<file path="config.mk">
export PLATFORM = sky130hd
export DESIGN_NAME = stc_top
export DESIGN_NICKNAME = d
export VERILOG_FILES = /design/src/stc_edge.v /design/src/stc_chan.v /design/src/stc_top.v
export VERILOG_INCLUDE_DIRS = /design/src
export SDC_FILE = /design/constraint.sdc
export NUM_CORES = 1
export LEC_CHECK = 0
export BUFFER_PORTS_ARGS = -buffer_cell sky130_fd_sc_hd__buf_2
export CAP_MARGIN = 10
export CORE_MARGIN = 3
export CORE_UTILIZATION = 25
export CTS_BUF_LIST = sky130_fd_sc_hd__clkbuf_8
export CTS_CLUSTER_DIAMETER = 80
export DETAILED_ROUTE_END_ITERATION = 8
export PLACE_DENSITY = 0.48
export SYNTH_ARGS = -nofsm -noshare
export SYNTH_HDL_FRONTEND = slang
export SYNTH_SLANG_ARGS = --single-unit
</file>
<file path="constraint.sdc">
create_clock -name clk -period 12.4 [get_ports clk]
set_input_delay 0.62 -clock clk [delete_from_list [all_inputs] [get_ports clk]]
set_output_delay 0.62 -clock clk [all_outputs]
set_load 0.01 [all_outputs]
</file>
<file path="src/stc_regs.vh">
// Purpose: Constants for the sync trigger conditioner
// Assumes: 100 MHz clock, classic Wishbone slave, 32-bit data
// Notes:   Byte addresses; each register is one aligned word
//
// Behaviour
// - Two sync input lines, one output line.
// - Line directions are fixed, never swapped.
// - Output can give a 1 Hz reference.
// - The 1 Hz reference follows receiver second pulse.
// - Triggers are pulse waves, in and out.
// - Line selector: input, software request, output.
// - Software request only feeds send-latest function.
// - Polarity selects rising, falling or both edges.
// - First n qualifying edges are discarded.
// - Periodic skip ignores n edges between triggers.
// - Periodic skip starts after initial skip.
// - Single-shot fires once, ignores later pulses.
// - Single-shot counts only after initial skip.
// - Entering measurement mode clears single-shot state.
// - Per-function pulse width in microseconds, on the output line only.
// - Per-function reaction delay in microseconds.
// - Clock-lock line rejects other functions there.
`ifndef STC_REGS_VH
`define STC_REGS_VH

// Register byte addresses
`define STC_A_CTRL     8'h00
`define STC_A_STAT     8'h04
`define STC_A_SLOT0    8'h10
`define STC_SLOT_N     4

// Control register bits
`define STC_C_SWREQ    0
`define STC_C_RELOAD   1

// Slot config and timing word fields
`define STC_F_EN       0
`define STC_F_LINE     2:1
`define STC_F_POL      4:3
`define STC_F_ONCE     5
`define STC_F_KIND     8:6
`define STC_F_SKIPI    23:16
`define STC_F_SKIPP    31:24
`define STC_F_DLY      15:0
`define STC_F_WID      31:16

// Line selector codes
`define STC_L_IN0      2'h0
`define STC_L_IN1      2'h1
`define STC_L_SWREQ    2'h2
`define STC_L_OUT      2'h3

// Polarity codes
`define STC_P_RISE     2'h1
`define STC_P_FALL     2'h2
`define STC_P_BOTH     2'h3

// Function kinds
`define STC_K_MARK     3'h0
`define STC_K_LATEST   3'h1
`define STC_K_START    3'h2
`define STC_K_LOCK     3'h3
`define STC_K_IVL      3'h4
`define STC_K_REF1HZ   3'h5

// Timing
`define STC_CLK_MHZ    100
`define STC_US_CYC     7'h64
`define STC_IVL_US     12'h9c4

// Reset values
`define STC_CFG_RST    32'h0000_0000
`define STC_TIM_RST    32'h0000_0000
`endif

</file>
<file path="src/stc_edge.v">
// Purpose: Synchronise one line and report its edges
// Assumes: Line is asynchronous to clk
// Notes:   First stage is read only by the second stage
`include "stc_regs.vh"
module stc_edge (
  // Clock and reset
  input  wire clk,
  input  wire rst,
  // Raw line and edge pulses
  input  wire line_i,
  output wire level_o,
  output wire rise_o,
  output wire fall_o
);
  reg meta_q;  // First stage
  reg sync_q;  // Second stage
  reg last_q;  // Previous synced level

  // Two-flop synchroniser and history
  always @(posedge clk)
  begin
    if (rst)
    begin
      meta_q <= 1'b0;
      sync_q <= 1'b0;
      last_q <= 1'b0;
    end
    else
    begin
      meta_q <= line_i;
      sync_q <= meta_q;
      last_q <= sync_q;
    end
  end

  // Edge pulses from stable stages only
  assign level_o = sync_q;
  assign rise_o  = sync_q & ~last_q;
  assign fall_o  = ~sync_q & last_q;
endmodule

</file>
<file path="src/stc_chan.v">
// Purpose: One function slot: skip, single-shot, delay, width
// Assumes: edge_i already filtered by polarity and line
// Notes:   Triggers arriving while a delay runs are dropped
`include "stc_regs.vh"
module stc_chan (
  // Clock and reset
  input  wire        clk,
  input  wire        rst,
  // Control
  input  wire        reload_i,
  input  wire        clr_once_i,
  input  wire        us_tick_i,
  input  wire        edge_i,
  // Settings
  input  wire        once_i,
  input  wire [7:0]  skipi_i,
  input  wire [7:0]  skipp_i,
  input  wire [15:0] dly_i,
  input  wire [15:0] wid_i,
  // Results
  output reg         fire_o,
  output reg         pulse_o,
  output wire        spent_o
);
  reg [7:0]  init_q;  // Initial skips left
  reg [7:0]  per_q;   // Periodic skips left
  reg        spent_q; // Single-shot used
  reg        pend_q;  // Delay running
  reg [15:0] dly_q;   // Delay left, us
  reg [15:0] wid_q;   // Width left, us
  wire       zero_dly;// No reaction delay set
  wire       go;      // Delay over: fire this cycle

  assign spent_o  = spent_q;
  assign zero_dly = (dly_i == 16'h0000);
  assign go       = pend_q & (us_tick_i | zero_dly) & (dly_q == 16'h0000);

  // Qualification chain and timers
  always @(posedge clk)
  begin
    fire_o <= 1'b0;
    if (rst | reload_i)
    begin
      init_q  <= skipi_i;
      per_q   <= 8'h00;
      spent_q <= 1'b0;
      pend_q  <= 1'b0;
      dly_q   <= 16'h0000;
      wid_q   <= 16'h0000;
      pulse_o <= 1'b0;
    end
    else
    begin
      if (clr_once_i)
        spent_q <= 1'b0;
      // Edge qualification in fixed order
      if (edge_i & ~pend_q)
      begin
        if (init_q != 8'h00)
          init_q <= init_q - 8'h01;
        else if (per_q != 8'h00)
          per_q <= per_q - 8'h01;
        else if (~(once_i & spent_q))
        begin
          per_q   <= skipp_i;
          spent_q <= once_i;
          pend_q  <= 1'b1;
          dly_q   <= dly_i;
        end
      end
      // Reaction delay in microsecond steps; the prescaler runs free,
      // so one extra tick keeps the delay at least the set value
      if (pend_q & (us_tick_i | zero_dly))
      begin
        if (dly_q == 16'h0000)
        begin
          pend_q  <= 1'b0;
          fire_o  <= 1'b1;
          pulse_o <= (wid_i != 16'h0000);
          wid_q   <= wid_i;
        end
        else
          dly_q <= dly_q - 16'h0001;
      end
      // Pulse width in microsecond steps, ended on a tick for the same reason
      if (pulse_o & us_tick_i & ~go)
      begin
        if (wid_q == 16'h0000)
          pulse_o <= 1'b0;
        else
          wid_q <= wid_q - 16'h0001;
      end
    end
  end
endmodule

</file>
<file path="src/stc_top.v">
// Purpose: Sync trigger conditioner with Wishbone registers
// Assumes: Classic Wishbone, one wait state per access
// Notes:   Four function slots; output line is OR of output-line slots
//
// Chosen here: the placing of the registers and the Wishbone interface to the registers.
`include "stc_regs.vh"
module stc_top (
  // Clock and reset
  input  wire        clk,
  input  wire        rst,
  // Wishbone slave
  input  wire        wb_cyc_i,
  input  wire        wb_stb_i,
  input  wire        wb_we_i,
  input  wire [7:0]  wb_adr_i,
  input  wire [3:0]  wb_sel_i,
  input  wire [31:0] wb_dat_i,
  output reg  [31:0] wb_dat_o,
  output reg         wb_ack_o,
  // Sync lines
  input  wire [1:0]  sync_input_line,
  input  wire        receiver_second_pulse,
  output reg         sync_output_line,
  // Device side
  input  wire        meas_mode_enter,
  output reg         mark_event,
  output reg         latest_event,
  output reg         start_event,
  output reg         lock_event
);
  // Fixed line directions: inputs only read, output only driven

  // Slot storage
  reg [31:0] cfg_q [0:`STC_SLOT_N-1];  // Config words
  reg [31:0] tim_q [0:`STC_SLOT_N-1];  // Delay and width

  // Control strobes
  reg        swreq_q;   // Software request pulse
  reg        reload_q;  // Counter reload pulse
  reg [6:0]  us_cnt_q;  // Microsecond prescaler
  reg        us_tick_q; // One pulse per us
  reg [11:0] ivl_cnt_q; // Sample interval counter
  reg        ivl_tick_q;// Internal sample tick

  // Edge detector outputs
  wire [1:0] in_lvl;    // Synced input levels
  wire [1:0] in_rise;   // Input rising edges
  wire [1:0] in_fall;   // Input falling edges
  wire       pps_rise;  // Receiver second pulse edge

  // Slot results
  wire [`STC_SLOT_N-1:0] fire;   // Slot fired
  wire [`STC_SLOT_N-1:0] pulse;  // Slot pulse level
  wire [`STC_SLOT_N-1:0] spent;  // Single-shot used
  reg  [`STC_SLOT_N-1:0] edge_s; // Slot edge input
  reg  [`STC_SLOT_N-1:0] ok_s;   // Slot allowed to run
  reg  [`STC_SLOT_N-1:0] bad_s;  // Enabled but refused

  // Bus decode
  wire       req;       // New access
  wire       is_slot;   // Address in slot range
  wire [1:0] slot_ix;   // Slot index
  wire       slot_tim;  // Timing word selected
  wire [7:0] slot_off;  // Offset into the slot window
  wire [31:0] wmask;    // Byte-lane mask
  integer    k;         // Admission loop index
  integer    j;         // Inner loop index
  integer    m;         // Output loop index
  integer    n;         // Reset loop index

  assign req      = wb_cyc_i & wb_stb_i & ~wb_ack_o;
  // Slot window: eight bytes per slot, config word then timing word
  assign slot_off = wb_adr_i - `STC_A_SLOT0;
  assign is_slot  = (wb_adr_i >= `STC_A_SLOT0) &
                    (slot_off[7:5] == 3'h0);
  // Slot index and word select come from the window offset
  assign slot_ix  = slot_off[4:3];
  assign slot_tim = slot_off[2];
  assign wmask    = {{8{wb_sel_i[3]}}, {8{wb_sel_i[2]}},
                     {8{wb_sel_i[1]}}, {8{wb_sel_i[0]}}};

  // Input line synchronisers
  genvar g;
  generate
    for (g = 0; g < 2; g = g + 1)
    begin : gin
      stc_edge u_in (
        .clk     (clk),
        .rst     (rst),
        .line_i  (sync_input_line[g]),
        .level_o (in_lvl[g]),
        .rise_o  (in_rise[g]),
        .fall_o  (in_fall[g])
      );
    end
  endgenerate

  // Receiver second pulse synchroniser
  stc_edge u_pps (
    .clk     (clk),
    .rst     (rst),
    .line_i  (receiver_second_pulse),
    .level_o (),
    .rise_o  (pps_rise),
    .fall_o  ()
  );

  // Microsecond prescaler and sample interval
  always @(posedge clk)
  begin
    if (rst)
    begin
      us_cnt_q   <= 7'h00;
      us_tick_q  <= 1'b0;
      ivl_cnt_q  <= 12'h000;
      ivl_tick_q <= 1'b0;
    end
    else
    begin
      us_tick_q  <= 1'b0;
      ivl_tick_q <= 1'b0;
      if (us_cnt_q == `STC_US_CYC - 7'h01)
      begin
        us_cnt_q  <= 7'h00;
        us_tick_q <= 1'b1;
      end
      else
        us_cnt_q <= us_cnt_q + 7'h01;
      // Interval tick each period of the sample clock
      if (us_tick_q)
      begin
        if (ivl_cnt_q == `STC_IVL_US - 12'h001)
        begin
          ivl_cnt_q  <= 12'h000;
          ivl_tick_q <= 1'b1;
        end
        else
          ivl_cnt_q <= ivl_cnt_q + 12'h001;
      end
    end
  end

  // Slot admission and edge routing
  always @*
  begin
    ok_s   = {`STC_SLOT_N{1'b0}};
    bad_s  = {`STC_SLOT_N{1'b0}};
    edge_s = {`STC_SLOT_N{1'b0}};
    for (k = 0; k < `STC_SLOT_N; k = k + 1)
    begin
      ok_s[k] = cfg_q[k][`STC_F_EN];
      case (cfg_q[k][`STC_F_LINE])
        `STC_L_IN0, `STC_L_IN1:
        begin
          // Input lines carry input functions only
          if (cfg_q[k][`STC_F_KIND] > `STC_K_LOCK)
            ok_s[k] = 1'b0;
          // A lock elsewhere on this line refuses the slot
          for (j = 0; j < `STC_SLOT_N; j = j + 1)
            if (j != k && cfg_q[j][`STC_F_EN] &&
                cfg_q[j][`STC_F_KIND] == `STC_K_LOCK &&
                cfg_q[j][`STC_F_LINE] == cfg_q[k][`STC_F_LINE])
              ok_s[k] = 1'b0;
        end
        `STC_L_SWREQ:
        begin
          if (cfg_q[k][`STC_F_KIND] != `STC_K_LATEST)
            ok_s[k] = 1'b0;
        end
        `STC_L_OUT:
        begin
          if (cfg_q[k][`STC_F_KIND] != `STC_K_IVL &&
              cfg_q[k][`STC_F_KIND] != `STC_K_REF1HZ)
            ok_s[k] = 1'b0;
        end
        default:
          ok_s[k] = 1'b0;
      endcase
      bad_s[k] = cfg_q[k][`STC_F_EN] & ~ok_s[k];
      // Pick the trigger source for the slot
      case (cfg_q[k][`STC_F_LINE])
        `STC_L_IN0, `STC_L_IN1:
        begin
          case (cfg_q[k][`STC_F_POL])
            `STC_P_RISE:
              edge_s[k] = in_rise[cfg_q[k][1]];
            `STC_P_FALL:
              edge_s[k] = in_fall[cfg_q[k][1]];
            `STC_P_BOTH:
              edge_s[k] = in_rise[cfg_q[k][1]] |
                          in_fall[cfg_q[k][1]];
            default:
              edge_s[k] = 1'b0;
          endcase
        end
        `STC_L_SWREQ:
          edge_s[k] = swreq_q;
        `STC_L_OUT:
        begin
          // Reference mode locks to receiver pulse
          if (cfg_q[k][`STC_F_KIND] == `STC_K_REF1HZ)
            edge_s[k] = pps_rise;
          else
            edge_s[k] = ivl_tick_q;
        end
        default:
          edge_s[k] = 1'b0;
      endcase
      edge_s[k] = edge_s[k] & ok_s[k];
    end
  end

  // Function slots
  generate
    for (g = 0; g < `STC_SLOT_N; g = g + 1)
    begin : gsl
      stc_chan u_ch (
        .clk        (clk),
        .rst        (rst),
        .reload_i   (reload_q),
        .clr_once_i (meas_mode_enter),
        .us_tick_i  (us_tick_q),
        .edge_i     (edge_s[g]),
        .once_i     (cfg_q[g][`STC_F_ONCE]),
        .skipi_i    (cfg_q[g][`STC_F_SKIPI]),
        .skipp_i    (cfg_q[g][`STC_F_SKIPP]),
        .dly_i      (tim_q[g][`STC_F_DLY]),
        .wid_i      (tim_q[g][`STC_F_WID]),
        .fire_o     (fire[g]),
        .pulse_o    (pulse[g]),
        .spent_o    (spent[g])
      );
    end
  endgenerate

  // Output line and device-side events
  always @(posedge clk)
  begin
    if (rst)
    begin
      sync_output_line <= 1'b0;
      mark_event       <= 1'b0;
      latest_event     <= 1'b0;
      start_event      <= 1'b0;
      lock_event       <= 1'b0;
    end
    else
    begin
      sync_output_line <= 1'b0;
      mark_event       <= 1'b0;
      latest_event     <= 1'b0;
      start_event      <= 1'b0;
      lock_event       <= 1'b0;
      for (m = 0; m < `STC_SLOT_N; m = m + 1)
      begin
        if (cfg_q[m][`STC_F_LINE] == `STC_L_OUT)
        begin
          if (pulse[m] & ok_s[m])
            sync_output_line <= 1'b1;
        end
        else if (fire[m])
        begin
          case (cfg_q[m][`STC_F_KIND])
            `STC_K_MARK:
              mark_event <= 1'b1;
            `STC_K_LATEST:
              latest_event <= 1'b1;
            `STC_K_START:
              start_event <= 1'b1;
            `STC_K_LOCK:
              lock_event <= 1'b1;
            default:
              mark_event <= 1'b0;
          endcase
        end
      end
    end
  end

  // Wishbone register writes and ack
  always @(posedge clk)
  begin
    if (rst)
    begin
      wb_ack_o <= 1'b0;
      swreq_q  <= 1'b0;
      reload_q <= 1'b1;
      for (n = 0; n < `STC_SLOT_N; n = n + 1)
      begin
        cfg_q[n] <= `STC_CFG_RST;
        tim_q[n] <= `STC_TIM_RST;
      end
    end
    else
    begin
      wb_ack_o <= req;
      swreq_q  <= 1'b0;
      reload_q <= meas_mode_enter;
      if (req & wb_we_i)
      begin
        if (wb_adr_i == `STC_A_CTRL)
        begin
          // Control bits act as one-cycle strobes
          if (wb_sel_i[0])
          begin
            swreq_q  <= wb_dat_i[`STC_C_SWREQ];
            reload_q <= wb_dat_i[`STC_C_RELOAD] | meas_mode_enter;
          end
        end
        else if (is_slot)
        begin
          // Any slot write reloads all counters
          reload_q <= 1'b1;
          if (slot_tim)
            tim_q[slot_ix] <= (tim_q[slot_ix] & ~wmask) |
                              (wb_dat_i & wmask);
          else
            cfg_q[slot_ix] <= (cfg_q[slot_ix] & ~wmask) |
                              (wb_dat_i & wmask);
        end
      end
    end
  end

  // Wishbone read data
  always @(posedge clk)
  begin
    if (rst)
      wb_dat_o <= 32'h0000_0000;
    else if (req)
    begin
      if (wb_adr_i == `STC_A_STAT)
        wb_dat_o <= {20'h00000, bad_s, spent,
                     1'b0, sync_output_line, in_lvl};
      else if (is_slot)
        wb_dat_o <= slot_tim ? tim_q[slot_ix] : cfg_q[slot_ix];
      else
        wb_dat_o <= 32'h0000_0000;
    end
  end
endmodule

</file>
==> run_results.csv, run 1 <==
group,metric,value,unit
cts,cts_tree,"built",
final_layout,synthToLayoutAreaGrowth,13.81,%
floorplan,floorplan.initialDensity,25.34,%
place,place_inst,4141,
final_layout,seq_area,13570,um2
timing,worst_pin_slew,1044,ps
synthesis,syn_inst,2780,
cts,cts_resized,0,
cts,cts_buffer_depth,3,
power,peakVddDrop,0.07098,mV
critical_path,critPathCaptureType,"register",
power,p_leak,11.22,nW
synthesis,ys_top_cells_by_area,"edfxtp_1 (32%), dfxtp_1 (18%), nor2_1 (6.6%)",
floorplan,row_count,120,
synthesis,syn_area,27320,um2
synthesis,yosysUniqueCellTypes,90,
cts,hold_buffers,0,
route,antenna_left,0,
grt,grt_max_degree,87,
timing,finalMaxSlewViolations,0,
min_path,holdCritStartpoint,"sync_input_line[0]",
route,drc_errors,0,
synthesis,syn_nets,2856,
place,gp_congestion,0.8697,
place,port_buffers,90,
timing,max_freq,235.0,MHz
critical_path,ff2ff_setup_slack,9090,ps
final_layout,multi_input_area,12940,um2
cts,cts_num_sinks,534,
run,maxCapViolCount,0,
grt,grtUsageTotal,17.32,%
timing,skew,53.40,ps
final_layout,instances_no_fill,4323,
route,routedWlPerCell,23.17,um
place,dp_slack,7254,ps
final_layout,drive_above_1_share,13.13,%
run_status,status,"finished clean",
timing,fin_tns_setup,0,ps
critical_path,timing.rr.end,"cfg_q[1][29]",
timing,finalCriticalPeriod,4256,ps
min_path,min_path_type,"input port to register",
route,drtIter0Drc,2276,
synthesis,synthArstFlopShare,0,%
timing,hold_viol,0,
floorplan,die_area,113300,um2
critical_path,r2r_start,"wb_ack_o",
power,finalPower,3.863,mW
timing,max_slew_margin,30.13,%
place,dp_hpwl,72.29,mm
timing,rsz0062_at_grt,"no",
synthesis,avgSynthCellArea,9.826,um2
synthesis,synth_edf_count,288,
critical_path,cp.required,12750,ps
cts,cts_buffers,94,
power,powerDensity,124.3,nW/um2
grt,grt_pass1_wl,146.7,mm
timing,finalCritPeriodShare,34.32,%
route,post_drt_via_cell_ratio,5.265,
cts,clk_pin_slew,60,ps
timing,setup_viol,0,
cts,cts.htree.levels,3,
critical_path,cp_data_arrival_time,4610,ps
grt,antenna_found_initial,9,
critical_path,reg2reg_depth,6,
synthesis,synthTopCellsByCount,"nor2_1 (481), edfxtp_1 (288), nand2_1 (286), dfxtp_1 (246), a21oi_1 (123)",
critical_path,start_kind,"input port",
synthesis,yosysMostFrequentCell,"nor2_1",
cts,clock_latency,740,ps
critical_path,crit_type,"input port to register",
synthesis,synth-warning-count,0,
final_layout,fill_cells,11430,
min_path,hold_depth,2,
critical_path,worst-path-max-fanout,43,
synthesis,seq_area_frac_synth,49.69,%
min_path,holdPathEnd,"gin[0].u_in.meta_q",
cts,cts_setup_buffers,0,
synthesis,synth_top_area_cell,"edfxtp_1",
final_layout,utilization,28.84,%
route,num_vias,22760,
floorplan,io_pins,91,
final_layout,final_nets,2911,
critical_path,setup.worst_path.start,"wb_adr_i[4]",
grt,grt_pass1_vias,21660,
cts,cts_root_buf,"clkbuf_8",
floorplan,dieWidth,336.6,um
route,dr.pass1.iters,6,
floorplan,core_area,107800,um2
synthesis,synth_ff_type,"edfxtp_1",
timing,fin_ws,8144,ps
grt,overflow,0,
synthesis,yosysTopAreaCellShare,31.66,%
synthesis,synth.ff_latch_count,534,
floorplan,die_y,336.6,um
route,routed_wirelength,100.2,mm
-- worst max path at each step --
stage              endpoint  depth (start not counted)
2_1_floorplan   cfg_q[2][0]                          6
3_3_place_gp   cfg_q[1][28]                          8
3_5_place_dp   cfg_q[1][29]                          8
4_1_cts        cfg_q[1][29]                          8
5_1_grt        cfg_q[1][29]                          8
6_report       cfg_q[1][29]                          8
-- layout by cell type (no fill, tap or decap), types with 56 or more instances in the layout --
cell and count:
o21ai_0 96, nor2_1 480, clkbuf_8 107, a21oi_1 123, edfxtp_1 288, nand3_1 77, nor3_1 61, buf_2 88
dfxtp_1 246, nor4_1 58, mux2i_1 80, inv_1 96, mux4_2 64, xnor2_1 56, nand2_1 284
-- layer usage --
metal,global-route usage (%),share of wire (%),up-vias
met5,0,0.010,-
met4,6.250,3.3,2
met3,3.311,7.3,166
met2,26.77,45,838
met1,24.07,45,11370
li1,-,-,10380
-- worst max-delay path, cell delays in order --
cell	delay, ps
buf_4	500
buf_4	790
nor3_1	160
o41ai_2	300
nand4_1	360
nor2_1	240
nand3_2	620
nand2_2	970
-- flip-flops by register name (all words and copies together), names as in the netlist, 7 cells and up --
| register | cells |
|---|---|
| gsl.u_ch.wid_q | 64 |
| wb_dat_o | 32 |
| gsl.u_ch.per_q | 32 |
| ivl_cnt_q | 12 |
| gsl.u_ch.dly_q | 64 |
| tim_q | 128 |
| us_cnt_q | 7 |
| cfg_q | 128 |
| gsl.u_ch.init_q | 32 |
-- logic make-up after synthesis --
group,synth area share [%]
flops,49.69
simple gates,22.14
buf+inv,3.293
xor+xnor,3.431
compound gates,12.07
mux,8.331
fa+ha+maj,1.053
-- through the flow --
stage	hold WS [ps]	instance area [um2]
after global routing	66.48	31090
after global placement	419.6	29200
final	113.6	31090
after floorplan	413.0	27320
after CTS	33.17	31050
after detailed placement	427.0	29200
-- cell type report --
class                           count  area share, %
Tap cell                         1403          5.646
Clock buffer                      107          4.737
Clock inverter                     71          1.215
Timing Repair Buffer              129          2.471
Multi-Input combinational cell   2024          41.62
Sequential cell                   534          43.66
Antenna cell                        3        0.02415
Inverter                           52         0.6278
-- where the power goes --
part,internal [mW],switching [mW]
logic,0.0865,0.192
registers,1.91,0.0541
clock network,0.837,0.787
No activity file was read; power rests on OpenSTA's default activity.
==> run 2: changes to the inputs <==
==> constraint.sdc (replaced) <==
create_clock -name clk -period 4 [get_ports clk]
set_input_delay 0.2 -clock clk [delete_from_list [all_inputs] [get_ports clk]]
set_output_delay 0.2 -clock clk [all_outputs]
set_load 0.01 [all_outputs]
==> run_results.csv, run 2 (synthesized netlist as in run 1, its figures left out) <==
group,metric,value,unit
floorplan,row_count,120,
route,routedWlPerCell,22.81,um
floorplan,dieWidth,336.6,um
grt,grtUsageTotal,17.28,%
final_layout,drive_above_1_share,13.68,%
critical_path,r2r_start,"gsl[1].u_ch.dly_q[0]",
grt,antenna_found_initial,3,
timing,max_slew_margin,24.74,%
cts,clock_latency,730,ps
timing,max_freq,317.5,MHz
cts,cts_num_sinks,534,
power,p_leak,11.39,nW
place,dp_hpwl,71.66,mm
floorplan,core_area,107800,um2
run_status,status,"finished clean",
final_layout,synthToLayoutAreaGrowth,15.35,%
final_layout,top_regs,"cfg_q x128, tim_q x128",
floorplan,floorplan.initialDensity,25.34,%
final_layout,final_nets,2957,
grt,grt_max_degree,74,
timing,finalCritPeriodShare,78.74,%
final_layout,final_common_cell,"nor2_1",
grt,grt_pass1_vias,22070,
power,powerDensity,380.2,nW/um2
critical_path,timing.rr.end,"gsl[1].u_ch.wid_q[10]",
power,peakVddDrop,0.2480,mV
route,drc_errors,0,
floorplan,io_pins,91,
min_path,holdCritStartpoint,"wb_dat_i[26]",
timing,finalMaxSlewViolations,0,
cts,cts_buffers,96,
critical_path,cp.required,4610,ps
cts,cts_tree,"built",
power,finalPower,11.98,mW
timing,rsz0062_at_grt,"no",
place,gp_congestion,0.8962,
grt,overflow,0,
min_path,hold_depth,3,
final_layout,mostFrequentLayoutCells,"nor2_1 (480), edfxtp_1 (288), nand2_1 (285)",
critical_path,worst-path-max-fanout,29,
timing,hold_viol,0,
min_path,holdPathEnd,"tim_q[1][26]",
timing,worst_pin_slew,1129,ps
route,routed_wirelength,99.61,mm
timing,skew,41.50,ps
timing,setup_viol,0,
critical_path,ff2ff_setup_slack,850,ps
critical_path,critPathCaptureType,"register",
grt,grt_pass1_wl,147.9,mm
route,dr.pass1.iters,6,
min_path,min_path_type,"input port to register",
route,antenna_left,0,
critical_path,reg2reg_depth,7,
cts,clk_pin_slew,60,ps
critical_path,start_kind,"register",
cts,cts_resized,0,
final_layout,fill_cells,11430,
critical_path,cp_data_arrival_time,3750,ps
place,port_buffers,90,
timing,finalCriticalPeriod,3150,ps
cts,cts_buffer_depth,3,
cts,cts.htree.levels,3,
cts,cts_root_buf,"clkbuf_8",
cts,cts_setup_buffers,0,
route,drtIter0Drc,2094,
timing,fin_hold_ws,36.67,ps
route,num_vias,22780,
run,maxCapViolCount,0,
critical_path,crit_type,"register to register",
floorplan,die_area,113300,um2
floorplan,die_y,336.6,um
route,post_drt_via_cell_ratio,5.219,
run 2: cell types whose count changed in the layout (fill, tap and decap cells not counted), sizes merged, moves of 3 or more:
cell	change
buf	+18
clkbuf	-3
dlygate4sd3	+26
inv	-11
clkinv	+13
run 2: through the flow:
step / cells / TNS, ps / instance area (um2) / util (%) / setup slack (ps)
floorplan: 2780 / -5141 / 27330 / - / -80.32
finish: 4366 / 0 / 31510 / 29.23 / 850.4
global placement: 4160 / 0 / 29410 / 27.28 / 671.9
CTS: 4364 / 0 / 31510 / 29.22 / 910.1
detailed placement: 4160 / 0 / 29410 / 27.28 / 597.4
global route: 4365 / 0 / 31510 / 29.23 / 618.9
run 2: power by group:
group	switching (mW)	internal [mW]	total [mW]
registers	0.160	5.91	6.07
clock network	2.49	2.55	5.03
logic	0.583	0.295	0.878
run 2: metal layers:
layer	track usage, %	wire (um)
met5	0	27
met4	6.446	3604
met3	2.742	6420
met2	26.48	44150
met1	24.47	45400
run 2: cell type report:
class	instances	area, um2	share of cell area, %
clock inverter	74	401.6	1.275
clock buffer	104	1431	4.543
antenna	2	5.005	0.01588
timing repair buffer	173	1219	3.868
inverter	52	195.2	0.6194
tap	1403	1755	5.571
multi-input combinational	2024	12930	41.03
sequential	534	13570	43.07
run 2: critical path, stage by stage (launching register included):
cell and delay (ps):
dfxtp_1 310, inv_1 110, ha_1 250, nor4b_1 680, nand4_1 290, or3_1 840
buf_4 340, a211oi_1 210
run 2: timing repair:
item,4_1_cts,5_1_grt
hold buffers,26,0
endpoints found under the hold margin,72,0
setup endpoints to repair,0,0
run 2: how the worst max path moves through the flow:
| stage | start | slack [ps] | cells after the start | to |
|---|---|---|---|---|
| 6_report | gsl[1].u_ch.dly_q[0] | 850 | 7 | gsl[1].u_ch.wid_q[10] |
| 3_5_place_dp | wb_adr_i[4] | 600 | 9 | cfg_q[0][26] |
| 4_1_cts | cfg_q[3][1] | 910 | 7 | gsl[3].u_ch.per_q[4] |
| 5_1_grt | gsl[1].u_ch.dly_q[0] | 620 | 7 | gsl[1].u_ch.wid_q[12] |
| 2_1_floorplan | wb_adr_i[3] | -80 | 5 | cfg_q[3][0] |
| 3_3_place_gp | wb_adr_i[4] | 670 | 9 | cfg_q[0][28] |
